### src/hdl/comparator_cfg.svh
`ifndef COMPARATOR_CFG_SVH
`define COMPARATOR_CFG_SVH
// Register byte addresses (word aligned)
`define CMP_CTRL1_ADDR   8'h00
`define CMP_CTRL2_ADDR   8'h04
`define CMP_CTRL3_ADDR   8'h08
`define CMP_STATUS_ADDR  8'h0C
// Control field positions
`define CMP_ON_BIT       7
`define CMP_OE_BIT       6
`define CMP_POL_BIT      5
`define CMP_REF_BIT      2
`define CMP_SEL_HI       1
`define CMP_SEL_LO       0
// Reset values
`define CMP_CTRL_RESET   8'h00
// Writable bits of a control register
`define CMP_CTRL_MASK    8'hE7
`endif

### src/hdl/comparator_pkg.sv
package comparator_pkg;
  // Inverting input source codes
  typedef enum logic [1:0] {
    sel_input_b   = 2'b00,
    sel_input_c   = 2'b01,
    sel_input_d   = 2'b10,
    sel_fixed_ref = 2'b11
  } inv_select_type;
endpackage : comparator_pkg

### src/hdl/analog_comparator_control.sv
// Behaviour
// RULE_01 - Enable bit gates comparator operation
// RULE_02 - Two-bit field selects inverting source
// RULE_03 - Reference bit low selects pin A
// RULE_04 - Reference bit high selects ladder voltage
// RULE_05 - Status bits 0..2 read-only outputs
// RULE_06 - Output enable routes result to pin
// RULE_07 - High when noninverting exceeds inverting
// RULE_08 - Polarity bit inverts status and pin
// RULE_09 - Software configures selected pin as input
// RULE_10 - Two-flop synchroniser on comparator outputs
`timescale 1ns/1ps
`default_nettype none
`include "comparator_cfg.svh"
// Register map
//   Word 0x00 holds the control byte of comparator 1
//   Word 0x04 holds the control byte of comparator 2
//   Word 0x08 holds the control byte of comparator 3
//   Word 0x0C holds the shared output status, read only
//   Any other word is refused with an error pulse
// Control byte layout
//   Bit 7 turns the comparator on
//   Bit 6 hands the routed pin over to the result
//   Bit 5 inverts the result polarity
//   Bits 4..3 are spare and always read zero
//   Bit 2 picks the ladder voltage for the plus side
//   Bits 1..0 pick the minus side source
// Minus side codes
//   00 first external pin, 01 second, 10 third
//   11 the internal fixed reference
// Status byte layout
//   Bit 0 result of comparator 1
//   Bit 1 result of comparator 2
//   Bit 2 result of comparator 3
//   Bits 7..3 read zero
// Analog side
//   The analog front end offers every pairing at once
//   Each raw input already says plus beats minus
//   This block only steers, gates and synchronises them
//   Steering outputs tell the front end which pair is live
// Timing
//   Raw results are asynchronous and pass two flops first
//   Status reflects a raw change two edges later
//   The routed pin follows one edge after status, three edges later
//   Control writes land on the edge the request is taken
// Bus behaviour
//   Every answer comes one cycle after the request
//   Ack and error are one-cycle pulses
//   Read data stays put until the next request
//   Only byte lane 0 carries register data
//   Writes with lane 0 off are answered but dropped
//   Writes to the status word are answered but dropped
// Hazards
//   A disabled comparator reads as zero before polarity
//   So polarity alone can make a disabled one read high
//   Software must make the chosen minus pin an input
//   Otherwise the digital driver fights the analog level
// Limits
//   No interrupt and no edge capture live here
//   Result glitches shorter than a cycle may be missed
module analog_comparator_control (
  input  wire logic       clk,
  input  wire logic       rstn,
  // Wishbone classic slave
  input  wire logic       wb_cyc_i,
  input  wire logic       wb_stb_i,
  input  wire logic       wb_we_i,
  input  wire logic [7:0] wb_adr_i,
  input  wire logic [3:0] wb_sel_i,
  input  wire logic [31:0] wb_dat_i,
  output logic [31:0]     wb_dat_o,
  output logic            wb_ack_o,
  output logic            wb_err_o,
  // Raw analog comparator results, one per comparator and input pair
  input  wire logic [2:0] raw_gt_b,
  input  wire logic [2:0] raw_gt_c,
  input  wire logic [2:0] raw_gt_d,
  input  wire logic [2:0] raw_gt_fixed,
  input  wire logic [2:0] raw_ladder_gt_b,
  input  wire logic [2:0] raw_ladder_gt_c,
  input  wire logic [2:0] raw_ladder_gt_d,
  input  wire logic [2:0] raw_ladder_gt_fixed,
  // Analog steering controls
  output logic [2:0]      comparator_on,
  output logic [5:0]      inverting_input_select,
  output logic [2:0]      noninverting_ref_select,
  // Remappable pin multiplexers
  input  wire logic [2:0] pin_normal_out,
  output logic [2:0]      output_pin_enable,
  output logic [2:0]      remappable_pin_out
);

  logic [7:0]  ctrl [0:2];      // Control registers
  logic [2:0]  raw_result;      // Selected raw comparison
  logic [2:0]  sync_first;      // Synchroniser stage one
  logic [2:0]  sync_second;     // Synchroniser stage two
  logic [2:0]  result;          // Polarity-adjusted result
  logic        access;          // Valid bus request
  logic [31:0] next_rdata;      // Read mux
  logic        addr_ok;         // Mapped address

  assign access = wb_cyc_i & wb_stb_i & ~wb_ack_o & ~wb_err_o;

  // Per-comparator datapath
  genvar i;
  generate
    for (i = 0; i < 3; i++) begin : g_cmp
      comparator_pkg::inv_select_type sel;
      logic                           ref_bit;
      logic                           on_bit;
      logic                           gt_pin;
      logic                           gt_ladder;
      assign sel     = comparator_pkg::inv_select_type'(ctrl[i][`CMP_SEL_HI:`CMP_SEL_LO]);
      assign ref_bit = ctrl[i][`CMP_REF_BIT];
      assign on_bit  = ctrl[i][`CMP_ON_BIT];
      // Inverting source choice, pin A on noninverting side
      always_comb begin
        gt_pin    = 1'b0;
        gt_ladder = 1'b0;
        unique case (sel)
          comparator_pkg::sel_input_b: begin
            gt_pin    = raw_gt_b[i]; // RULE_02
            gt_ladder = raw_ladder_gt_b[i];
          end
          comparator_pkg::sel_input_c: begin
            gt_pin    = raw_gt_c[i]; // RULE_02
            gt_ladder = raw_ladder_gt_c[i];
          end
          comparator_pkg::sel_input_d: begin
            gt_pin    = raw_gt_d[i]; // RULE_02
            gt_ladder = raw_ladder_gt_d[i];
          end
          comparator_pkg::sel_fixed_ref: begin
            gt_pin    = raw_gt_fixed[i]; // RULE_02
            gt_ladder = raw_ladder_gt_fixed[i];
          end
        endcase
      end
      // Noninverting source, gated by enable; high when plus exceeds minus
      assign raw_result[i] = on_bit & (ref_bit ? gt_ladder : gt_pin); // RULE_01 RULE_03 RULE_04 RULE_07
      // Polarity applies to status and pin alike
      assign result[i] = sync_second[i] ^ ctrl[i][`CMP_POL_BIT]; // RULE_08
      // Analog steering outputs
      assign comparator_on[i]                  = on_bit; // RULE_01
      assign inverting_input_select[2*i +: 2]  = ctrl[i][`CMP_SEL_HI:`CMP_SEL_LO]; // RULE_02
      assign noninverting_ref_select[i]        = ref_bit; // RULE_03 RULE_04
      assign output_pin_enable[i]              = ctrl[i][`CMP_OE_BIT];
    end
  endgenerate

  // Two-flop synchroniser into the system clock
  always_ff @(posedge clk or negedge rstn) begin
    if (!rstn) begin
      sync_first  <= 3'h0;
      sync_second <= 3'h0;
    end else begin
      sync_first  <= raw_result;  // RULE_10
      sync_second <= sync_first;  // RULE_10
    end
  end

  // Remappable pin output multiplexer, registered
  always_ff @(posedge clk or negedge rstn) begin
    if (!rstn) begin
      remappable_pin_out <= 3'h0;
    end else begin
      for (int k = 0; k < 3; k++) begin
        remappable_pin_out[k] <= ctrl[k][`CMP_OE_BIT] ? result[k] : pin_normal_out[k]; // RULE_06
      end
    end
  end

  // Control register writes, byte lane 0 only
  always_ff @(posedge clk or negedge rstn) begin
    if (!rstn) begin
      ctrl[0] <= `CMP_CTRL_RESET;
      ctrl[1] <= `CMP_CTRL_RESET;
      ctrl[2] <= `CMP_CTRL_RESET;
    end else if (access && wb_we_i && wb_sel_i[0]) begin
      unique case (wb_adr_i)
        `CMP_CTRL1_ADDR: ctrl[0] <= wb_dat_i[7:0] & `CMP_CTRL_MASK;
        `CMP_CTRL2_ADDR: ctrl[1] <= wb_dat_i[7:0] & `CMP_CTRL_MASK;
        `CMP_CTRL3_ADDR: ctrl[2] <= wb_dat_i[7:0] & `CMP_CTRL_MASK;
        default: begin
          // Status is read-only; writes are ignored
        end // RULE_05
      endcase
    end
  end

  // Address decode and read mux
  always_comb begin
    next_rdata = 32'h0;
    addr_ok    = 1'b1;
    case (wb_adr_i)
      `CMP_CTRL1_ADDR:  next_rdata = {24'h0, ctrl[0]};
      `CMP_CTRL2_ADDR:  next_rdata = {24'h0, ctrl[1]};
      `CMP_CTRL3_ADDR:  next_rdata = {24'h0, ctrl[2]};
      `CMP_STATUS_ADDR: next_rdata = {29'h0, result}; // RULE_05
      default:          addr_ok    = 1'b0;
    endcase
  end

  // Bus answer one cycle after request
  always_ff @(posedge clk or negedge rstn) begin
    if (!rstn) begin
      wb_ack_o <= 1'b0;
      wb_err_o <= 1'b0;
      wb_dat_o <= 32'h0;
    end else begin
      wb_ack_o <= access & addr_ok;
      wb_err_o <= access & ~addr_ok;
      if (access) begin
        wb_dat_o <= next_rdata;
      end
    end
  end

endmodule : analog_comparator_control
`default_nettype wire

### config.mk
export PLATFORM = sky130hd
export DESIGN_NAME = analog_comparator_control
export DESIGN_NICKNAME = d
export VERILOG_FILES = /design/src/hdl/comparator_pkg.sv /design/src/hdl/analog_comparator_control.sv
export VERILOG_INCLUDE_DIRS = /design/src /design/src/hdl
export SDC_FILE = /design/constraint.sdc
export NUM_CORES = 1
export LEC_CHECK = 0
export BUFFER_PORTS_ARGS = -buffer_cell sky130_fd_sc_hd__clkbuf_2
export CORE_ASPECT_RATIO = 2
export CORE_MARGIN = 3
export CORE_UTILIZATION = 40
export CTS_BUF_LIST = sky130_fd_sc_hd__clkbuf_4 sky130_fd_sc_hd__clkbuf_8
export DETAILED_ROUTE_END_ITERATION = 8
export PLACE_DENSITY = 0.74
export SLEW_MARGIN = 15
export SYNTH_ARGS = -nofsm -noshare
export SYNTH_HDL_FRONTEND = slang
export SYNTH_SLANG_ARGS = --single-unit
### constraint.sdc
create_clock -name clk -period 3.6 [get_ports clk]
set_clock_uncertainty 0.2 [all_clocks]
set_input_delay 0.72 -clock clk [delete_from_list [all_inputs] [get_ports clk]]
set_output_delay 0.72 -clock clk [all_outputs]
set_load 0.005 [all_outputs]
# Yosys cells after proc, flatten, opt, wreduce, memory -nomap -nowiden
# Index checks and enable logic that the tools add are counted.
word_totals:
  output_inout_bits: 52
  in_bits: 76
  word_cells: 59
  register_bits: 61
op_classes:
  reduce_logical: 10
  bitwise_logic: 14
  n_eq_ne: 12
  muxes: 14
ops:
  columns: ["op", "count"]
  rows:
  - ["one-hot mux 8 bit (4 select lines)", 1]
  - ["one-hot mux 1 bit (4 select lines)", 6]
  - ["equality test 8 x 4 -> 1 bit (second input constant)", 2]
  - ["equality test 2 bit (second input constant)", 6]
  - ["bitwise AND 1 bit", 8]
  - ["equality test 8 x 3 -> 1 bit (second input constant)", 1]
  - ["zero test 8 bit", 1]
  - ["two-way mux 1 bit", 7]
  - ["equality test 2 x 1 -> 1 bit (second input constant)", 3]
  - ["zero test 2 bit", 3]
  - ["AND reduction 2 bit", 3]
  - ["OR reduction 4 bit", 1]
  - ["inverter 1 bit", 3]
  - ["XOR 1 bit", 3]
  - ["logical AND 1 bit", 2]

# Logic depth before layout (Yosys ltp)
# Gate-level depths: netlist of the first run.
depth:
  ltp_word: 6
  ltp_mapped: 4

# Worst setup path after synthesis of the first run
# No wires, ideal clock.
synth_timing:
  path_kind: "input -> register"
  from: "input wb_adr_i[7]"
  to: "register ctrl[21] (netlist name)"
  path_buffers: 0
  setup_time_ns: 0.125
  t_arrival_ns: 2.094
  setup_slack_ns: 1.181
  path_stages: 3
  path_cell_list: "or4_4 > nor4_4 > mux2_2"
synth_via:
  elab_chain_len: 2
synth_lines:
  columns: ["element", "line_no", "source"]
  rows:
  - ["start, declared", "analog_comparator_control.sv:68", "input wire logic [7:0] wb_adr_i,"]
  - ["zero test 8 bit", "analog_comparator_control.sv:180", "unique case (wb_adr_i)"]
  - ["AND reduction 2 bit (no source line)", null, null]
  - ["end, declared", "analog_comparator_control.sv:93", "logic [7:0] ctrl [0:2];"]
# No other way between the ends.
# A chain may end at the register's enable or synchronous reset.

# Worst setup path after layout of the first run
layout_timing:
  from: "input wb_adr_i[7]"
  to: "register ctrl[13] (netlist name)"
layout_via:
  elab_chain_len: 2
layout_lines:
  columns: ["element", "line_no"]
  rows:
  - ["equality test 8 x 3 -> 1 bit", "analog_comparator_control.sv:180"]
  - ["AND reduction 2 bit (no source line)", null]
# No other way between the ends.

==> results.sh, run 1 <==
export IMPL_hold_path_cell_count=0
export IMPL_grt_max_degree=36
export IMPL_synth_top_family_by_area="multiplexers"
export IMPL_cp_startpoint="wb_adr_i[7]"
export IMPL_drt_pass1_iterations=4
export IMPL_dr_first_iter_drc_count=16
export IMPL_drive_gt1_frac=0.555
export IMPL_antenna_found_initial=0
export IMPL_crit_arrival_ns=2.36
export IMPL_drc=0
export IMPL_die_y_um=105
export IMPL_hpwl_um=3360
export IMPL_htree_levels=2
export IMPL_synthTopCellsByArea="dfrtp_1 (44%), buf_4 (16%), mux2_2 (11%)"
export IMPL_clkLatencyLatePin_ns=0.28
export IMPL_rsz0062_at_grt="false"
export IMPL_ir_drop_mv=0.212
export IMPL_stdcell_count=264
export IMPL_dp_cells=256
export IMPL_vias_per_cell=4.85
export IMPL_synth_xor_area_frac=0.0133
export IMPL_synth_compound_area_frac=0.0399
export IMPL_p_leak_nw=1.21
export IMPL_cts_resized=0
export IMPL_power_density_nw_per_um2=334
export IMPL_fin_setup_tns_ns=0
export IMPL_cts_buffer_depth=2
export IMPL_ioPinCount=128
export IMPL_final_cell_mix="clkbuf_2 (72), dfrtp_1 (35), conb_1 (26)"
export IMPL_clock_sinks=35
export IMPL_core_area_um2=4690
export IMPL_cts_tree="yes"
export IMPL_grt_use_total=0.144
export IMPL_synth_seq_cells=35
export IMPL_syn_area_per_cell_um2=13.4
export IMPL_finalWeightedCongestion=0.783
export IMPL_post_cts_repair_setup_buffers=0
export IMPL_slew_headroom=0.445
export IMPL_finalHoldViolCount=0
export IMPL_fmax_ghz=0.419
export IMPL_hold_path_class="register to register"
export IMPL_synth_area_leader_cell="dfrtp_1"
export IMPL_overflow=0
export IMPL_regToRegEndpoint="ctrl[13]"
export IMPL_crit_path_max_fanout=6
export IMPL_synth_cell_area_um2=1970
export IMPL_place_ws_ns=0.895
export IMPL_fin_crit_sh=0.662
export IMPL_path_class="input port to register"
export IMPL_insertedDiodeCount=0
export IMPL_reg2regPathDepth=4
export IMPL_synthAdderAreaFrac=0
export IMPL_placed_area_um2=2180
export IMPL_hold_buffers=0
export IMPL_synth_area_mux_share=0.253
export IMPL_cts_inserted_buffers=5
export IMPL_path_clk_slew_ns=0.07
export IMPL_cts_root_buf="clkbuf_8"
export IMPL_period_needed_ns=2.38
export IMPL_hold_start="sync_first[1]"
export IMPL_setup_viol=0
export IMPL_tightest_slew_ns=0.832
export IMPL_synthCells=147
export IMPL_die_w_um=55.7
export IMPL_hold_end="sync_second[1]"
export IMPL_worstPathRequired_ns=3.57
export IMPL_fp_dieArea_um2=5860
export IMPL_setup_slack_ns=1.22
export IMPL_yosys_area_share_simple=0.0793
export IMPL_yosys_warnings=0
export IMPL_portBuffers=72
export IMPL_reg2reg_slack_ns=1.63
export IMPL_nFillCells=455
export IMPL_design_area_um2=2270
export IMPL_synth_top_area_share=0.444
export IMPL_cp_start_kind="input port"
export IMPL_outcome="completed"
export IMPL_rr_startpoint="wb_err_o"
export IMPL_slew_violations=0
export IMPL_cp_end_kind="register"
export IMPL_fp_row_count=35
export IMPL_ys_seq_area_frac=0.444
export IMPL_area_growth_pct=15.1
export IMPL_drt_wirelength_per_cell_um=15.6
export IMPL_cap_violations=0
export IMPL_start_util=0.421
export IMPL_vias=1280
export IMPL_grt_pass1_vias=1295
export IMPL_fin_nets=284
export IMPL_layout_commonest_cell="clkbuf_2"
export IMPL_detail_route_antenna_nets=0
export IMPL_synth_cell_types=22
export IMPL_grt_pass1_wl_um=6330
export IMPL_drt_wl_total_um=4110
-- report_power, final --
group / total [W] / switching [W] / internal (W)
logic: 0.0000719 / 0.0000375 / 0.0000343
registers: 0.000400 / 0.00000290 / 0.000397
clock network: 0.000287 / 0.000137 / 0.000151
-- critical path, cell delays in order --
cell	delay, ns
clkbuf_2	0.08
or4_4	0.60
nor4_4	0.56
mux2_2	0.40
-- sequential cells by signal (all words and copies together) (netlist names) --
| signal | count |
|---|---|
| noninverting_ref_select | 3 |
| sync_second | 3 |
| sync_first | 3 |
| ctrl | 3 |
| wb_ack_o | 1 |
| remappable_pin_out | 3 |
| wb_dat_o | 6 |
| inverting_input_select | 6 |
| comparator_on | 3 |
| output_pin_enable | 3 |
| wb_err_o | 1 |
-- logic make-up (layout without fill, tap and decap cells) --
logic type | count (synthesis) | count (layout)
mux | 36 | 36
buf+inv | 47 | 84
flops | 35 | 35
compound gates | 9 | 9
other cells | 1 | 26
simple gates | 16 | 16
xor+xnor | 3 | 3
-- cells in the mapped netlist --
cell,number
mux2_1,1
nand4bb_1,1
buf_1,1
nor2b_1,1
dfrtp_1,35
o2bb2ai_1,3
nand4b_1,2
or2_2,1
a22o_1,6
mux2i_1,6
or4_4,1
buf_4,41
conb_1,1
mux2_2,20
mux4_2,9
or4bb_1,1
nor3_2,1
nor2_1,5
xor2_1,3
nor4_4,3
inv_1,3
buf_2,2
-- cell type report --
type | count | area [µm²] | share of cell area
timing repair buffer | 73 | 368 | 0.162
clock buffer | 7 | 83.8 | 0.0369
inverter | 3 | 11.3 | 0.00496
clock inverter | 1 | 5.00 | 0.00220
multi-input combinational | 90 | 858 | 0.378
tap | 55 | 68.8 | 0.0303
sequential | 35 | 876 | 0.386
-- how the worst max path moves through the flow --
stage | slack [ns] | endpoint | cells after the start
2_1_floorplan | 1.18 | ctrl[21] | 3
3_3_place_gp | 0.92 | noninverting_ref_select[2] | 4
3_5_place_dp | 0.89 | ctrl[13] | 4
4_1_cts | 1.20 | ctrl[13] | 4
5_1_grt | 1.16 | ctrl[13] | 4
6_report | 1.22 | ctrl[13] | 4
-- metrics by stage --
stage / power, W / util / hold WS (ns)
2_1_floorplan: 0.000461 / - / 0.131
3_3_place_gp: 0.000478 / 0.466 / 0.133
3_5_place_dp: 0.000480 / 0.466 / 0.141
4_1_cts: 0.000764 / 0.485 / 0.156
5_1_grt: 0.000784 / 0.485 / 0.165
6_report: 0.000759 / 0.485 / 0.157
-- per-layer routing --
| metal | global-route usage | share of wire |
|---|---|---|
| met5 | 0 | 0 |
| met4 | 0.0643 | 0.020 |
| met3 | 0.0319 | 0.055 |
| met2 | 0.282 | 0.62 |
| met1 | 0.134 | 0.30 |
(Power assumes the default switching activity.)
==> run 2, diff against run 1 <==
Clock period 3.6 ns to 2.3 ns, I/O delays scaled along.
==> run 2 against run 1 <==
  * Sequential power increased by 57%
  * Non-clock buffer count increased by 6
  * Power increased by 62%
==> results.sh, run 2 (same netlist as run 1, synthesis figures left out) <==
export IMPL_outcome="completed"
export IMPL_p_total_w=0.00123
export IMPL_drt_wirelength_per_cell_um=15.4
export IMPL_clkLatencyLatePin_ns=0.28
export IMPL_power_density_nw_per_um2=528
export IMPL_htree_levels=2
export IMPL_drc=0
export IMPL_ioPinCount=128
export IMPL_stdcell_count=270
export IMPL_area_growth_pct=18.1
export IMPL_cts_root_buf="clkbuf_8"
export IMPL_layout_commonest_cell="clkbuf_2"
export IMPL_vias_per_cell=4.86
export IMPL_overflow=0
export IMPL_core_area_um2=4690
export IMPL_final_cell_mix="clkbuf_2 (72), dfrtp_1 (35), conb_1 (26)"
export IMPL_slew_headroom=0.440
export IMPL_hpwl_um=3480
export IMPL_path_clk_slew_ns=0.07
export IMPL_finalWeightedCongestion=0.787
export IMPL_fp_row_count=35
export IMPL_fin_setup_tns_ns=0
export IMPL_vias=1312
export IMPL_grt_max_degree=36
export IMPL_grt_pass1_vias=1351
export IMPL_detail_route_antenna_nets=0
export IMPL_die_y_um=105
export IMPL_drt_wl_total_um=4170
export IMPL_start_util=0.421
export IMPL_cts_buffer_depth=2
export IMPL_crit_path_max_fanout=6
export IMPL_post_cts_repair_setup_buffers=0
export IMPL_path_class="input port to register"
export IMPL_p_leak_nw=1.25
export IMPL_grt_pass1_wl_um=6500
export IMPL_drive_gt1_frac=0.567
export IMPL_cp_end_kind="register"
export IMPL_antenna_found_initial=0
export IMPL_period_needed_ns=2.00
export IMPL_cp_start_kind="input port"
export IMPL_crit_path_cell_trace="clkbuf_2 > or4_4 > nor4_4 > buf_4 > mux2_2"
export IMPL_ir_drop_mv=0.355
export IMPL_slew_violations=0
export IMPL_hold_buffers=0
export IMPL_fp_dieArea_um2=5860
export IMPL_rsz0062_at_grt="false"
export IMPL_cts_inserted_buffers=5
export IMPL_drt_pass1_iterations=4
export IMPL_setup_viol=0
export IMPL_worstPathRequired_ns=2.27
export IMPL_tightest_slew_ns=0.841
export IMPL_fin_nets=290
export IMPL_insertedDiodeCount=0
export IMPL_fmax_ghz=0.500
export IMPL_dp_cells=262
export IMPL_die_w_um=55.7
export IMPL_portBuffers=72
export IMPL_fin_crit_sh=0.869
export IMPL_nFillCells=441
export IMPL_crit_arrival_ns=1.97
export IMPL_hold_path_class="input port to async pin"
export IMPL_slowest_stage="or4_4"
export IMPL_grt_use_total=0.150
export IMPL_cts_resized=0
export IMPL_cts_tree="yes"
export IMPL_clock_sinks=35
export IMPL_dr_first_iter_drc_count=33
export IMPL_cap_violations=0
export IMPL_slowest_delay_ns=0.60
export IMPL_finalHoldViolCount=0
## run 2: metrics by stage
step / utilization / setup slack, ns / cell area, µm² / hold slack (ns)
6_report: 0.497 / 0.301 / 2330 / 0.0638
3_5_place_dp: 0.475 / -0.00285 / 2230 / 0.140
2_1_floorplan: - / 0.141 / 2070 / -0.0356
5_1_grt: 0.497 / 0.239 / 2330 / 0.135
3_3_place_gp: 0.475 / 0.00899 / 2230 / 0.133
4_1_cts: 0.497 / 0.298 / 2330 / 0.0921
## run 2: worst max-delay path, delay by kind of cell
kind                   cells  cell delay [ns]
multiplexers               1             0.34
AND/OR/NAND/NOR            2             0.87
buffers and inverters      2             0.29
## run 2: routing by layer
layer,vias up,wire length (µm),global-route usage
met5,-,0,0
met4,0,97,0.0800
met3,5,244,0.0355
met2,54,2610,0.302
met1,653,1210,0.126
li1,600,-,-
## run 2: cell type report
cell class / instances / area, µm² / share of cell area
Sequential cell: 35 / 876 / 0.376
Multi-Input combinational cell: 90 / 858 / 0.368
Timing Repair Buffer: 79 / 413 / 0.177
Clock buffer: 8 / 104 / 0.0446
Tap cell: 55 / 68.8 / 0.0295
Inverter: 3 / 11.3 / 0.00483
## run 2: worst paths after layout
kind | cells past startpoint | to | startpoint | slack [ns]
worst max register to register | 4 | noninverting_ref_select[2] | wb_err_o | 0.34
min in group clk | 0 | sync_second[0] | sync_first[0] | 0.15
max in group asynchronous | 1 | sync_second[0] | rstn | 1.30
worst min-delay path | 1 | remappable_pin_out[0] | rstn | 0.06
worst max-delay path | 5 | noninverting_ref_select[2] | wb_adr_i[7] | 0.30
worst min register to register | 0 | sync_second[0] | sync_first[0] | 0.15
## run 2: where the power goes
part | switching (W) | internal [W]
registers | 0.00000454 | 0.000622
clock network | 0.000206 | 0.000285
logic | 0.0000591 | 0.0000560
total | 0.000269 | 0.000963
==> run 3, diff against run 2 <==
--- a/config.mk
+++ b/config.mk
@@ -11,6 +11,6 @@
 export CORE_MARGIN = 3
-export CORE_UTILIZATION = 40
+export CORE_UTILIZATION = 42
 export CTS_BUF_LIST = sky130_fd_sc_hd__clkbuf_4 sky130_fd_sc_hd__clkbuf_8
 export DETAILED_ROUTE_END_ITERATION = 8
-export PLACE_DENSITY = 0.74
+export PLACE_DENSITY = 0.77
 export SLEW_MARGIN = 15
--- a/constraint.sdc
+++ b/constraint.sdc
@@ -4,2 +4,2 @@
 set_output_delay 0.46 -clock clk [all_outputs]
-set_load 0.005 [all_outputs]
+set_load 0.1 [all_outputs]
==> run 3 against run 2 <==
  * The flow now finishes with violations (hold timing)
  * Via count fell by 0.84%
  * Worst hold slack got worse by 0.069 ns
  * Clock power rose by 14%
  * Cell count did not move
  * Sequential share of layout area fell by 0.25 points
  * Sequential cell count did not move
  * Cell area rose by 0.97%
  * Register-to-register slack got worse by 0.05 ns
  * Critical path depth did not move
  * Combinational power rose to 2.9 times the previous value
  * Largest power group unchanged
==> results.sh, run 3 (same netlist as run 1, synthesis figures left out) <==
export IMPL_p_leak_nw=1.26
export IMPL_final_cell_mix="clkbuf_2 (72), dfrtp_1 (33), conb_1 (26)"
export IMPL_drc=0
export IMPL_fmax_ghz=0.496
export IMPL_place_ws_ns=-0.0150
export IMPL_dr_first_iter_drc_count=19
export IMPL_cp_start_kind="input port"
export IMPL_area_growth_pct=19.3
export IMPL_cts_buffer_depth=2
export IMPL_ioPinCount=128
export IMPL_tightest_slew_ns=0.550
export IMPL_violations="hold timing"
export IMPL_worstPathRequired_ns=2.27
export IMPL_htree_levels=2
export IMPL_slew_violations=0
export IMPL_period_needed_ns=2.01
export IMPL_hold_buffers=0
export IMPL_fin_nets=291
export IMPL_cts_root_buf="clkbuf_8"
export IMPL_fin_crit_sh=0.876
export IMPL_path_class="input port to register"
export IMPL_grt_pass1_wl_um=6050
export IMPL_finalWeightedCongestion=0.787
export IMPL_clkLatencyLatePin_ns=0.28
export IMPL_drive_gt1_frac=0.579
export IMPL_crit_arrival_ns=1.98
export IMPL_grt_max_degree=36
export IMPL_layout_commonest_cell="clkbuf_2"
export IMPL_cts_tree="yes"
export IMPL_start_util=0.446
export IMPL_die_w_um=54.5
export IMPL_grt_pass1_vias=1252
export IMPL_fp_row_count=34
export IMPL_path_clk_slew_ns=0.07
export IMPL_grt_use_total=0.153
export IMPL_rsz0062_at_grt="false"
export IMPL_power_density_nw_per_um2=645
export IMPL_vias=1301
export IMPL_die_y_um=103
export IMPL_nFillCells=414
export IMPL_detail_route_antenna_nets=0
export IMPL_whs_ns=-0.00567
export IMPL_cp_end_kind="register"
export IMPL_vias_per_cell=4.82
export IMPL_antenna_found_initial=0
export IMPL_hold_path_class="input port to async pin"
export IMPL_design_area_um2=2350
export IMPL_post_cts_repair_setup_buffers=0
export IMPL_crit_path_max_fanout=6
export IMPL_ir_drop_mv=0.448
export IMPL_insertedDiodeCount=0
export IMPL_portBuffers=72
export IMPL_setup_viol=0
export IMPL_cap_violations=0
export IMPL_dp_cells=262
export IMPL_hpwl_um=3340
export IMPL_setup_slack_ns=0.285
export IMPL_stdcell_count=270
export IMPL_drt_pass1_iterations=3
export IMPL_cts_inserted_buffers=5
export IMPL_drt_wl_total_um=4030
export IMPL_drt_wirelength_per_cell_um=14.9
export IMPL_cts_resized=0
export IMPL_clock_sinks=35
export IMPL_fp_dieArea_um2=5610
export IMPL_outcome="finished with violations"
export IMPL_slew_headroom=0.635
export IMPL_fin_setup_tns_ns=0
export IMPL_placed_area_um2=2240
export IMPL_overflow=0
export IMPL_core_area_um2=4420
export IMPL_finalHoldViolCount=10
[run 3: layout make-up]
cell class,count,area (µm²),area share
clock inverters,2,35.0,0.0149
multi-input cells,90,858,0.365
repair buffers,80,420,0.179
flip-flops and latches,35,878,0.373
inverters,3,11.3,0.00478
well taps,54,67.6,0.0287
clock buffers,6,82.6,0.0351
[run 3: path summary, 6_finish.rpt]
| path | slack [ns] | end | cells after the start | startpoint |
|---|---|---|---|---|
| min | -0.006 | remappable_pin_out[1] | 2 | rstn |
| max | 0.29 | noninverting_ref_select[2] | 5 | wb_adr_i[7] |
| min reg2reg | 0.14 | sync_second[2] | 0 | sync_first[2] |
| max reg2reg | 0.29 | noninverting_ref_select[2] | 4 | wb_err_o |
| min in group clk | 0.14 | sync_second[2] | 0 | sync_first[2] |
| max in group asynchronous | 1.57 | wb_ack_o | 2 | rstn |
[run 3: worst max-delay path: stages]
cell      delay, ns
clkbuf_2       0.08
or4_4          0.60
nor4_4         0.29
buf_4          0.22
mux2_2         0.34
[run 3: metrics by stage]
step                      hold WS [ns]  power [W]  utilization
after detailed placement         0.142   0.000972        0.505
after CTS                       0.0112    0.00153        0.532
after global placement           0.133   0.000967        0.505
after floorplan                -0.0356   0.000940            -
final                         -0.00567    0.00152        0.532
after global routing            0.0329    0.00157        0.532
[run 3: per-layer routing]
layer,global-route usage,share of wire,up-vias
met5,0,0,-
met4,0.0576,0.016,0
met3,0.0289,0.054,7
met2,0.292,0.62,52
met1,0.153,0.31,644
li1,-,-,598
[run 3: power breakdown]
part	total [W]	internal (W)	switching, W	leakage [nW]
Combinational	0.000332	0.0000571	0.000275	0.717
Clock	0.000560	0.000350	0.000210	0.0612
Sequential	0.000626	0.000622	0.00000436	0.478
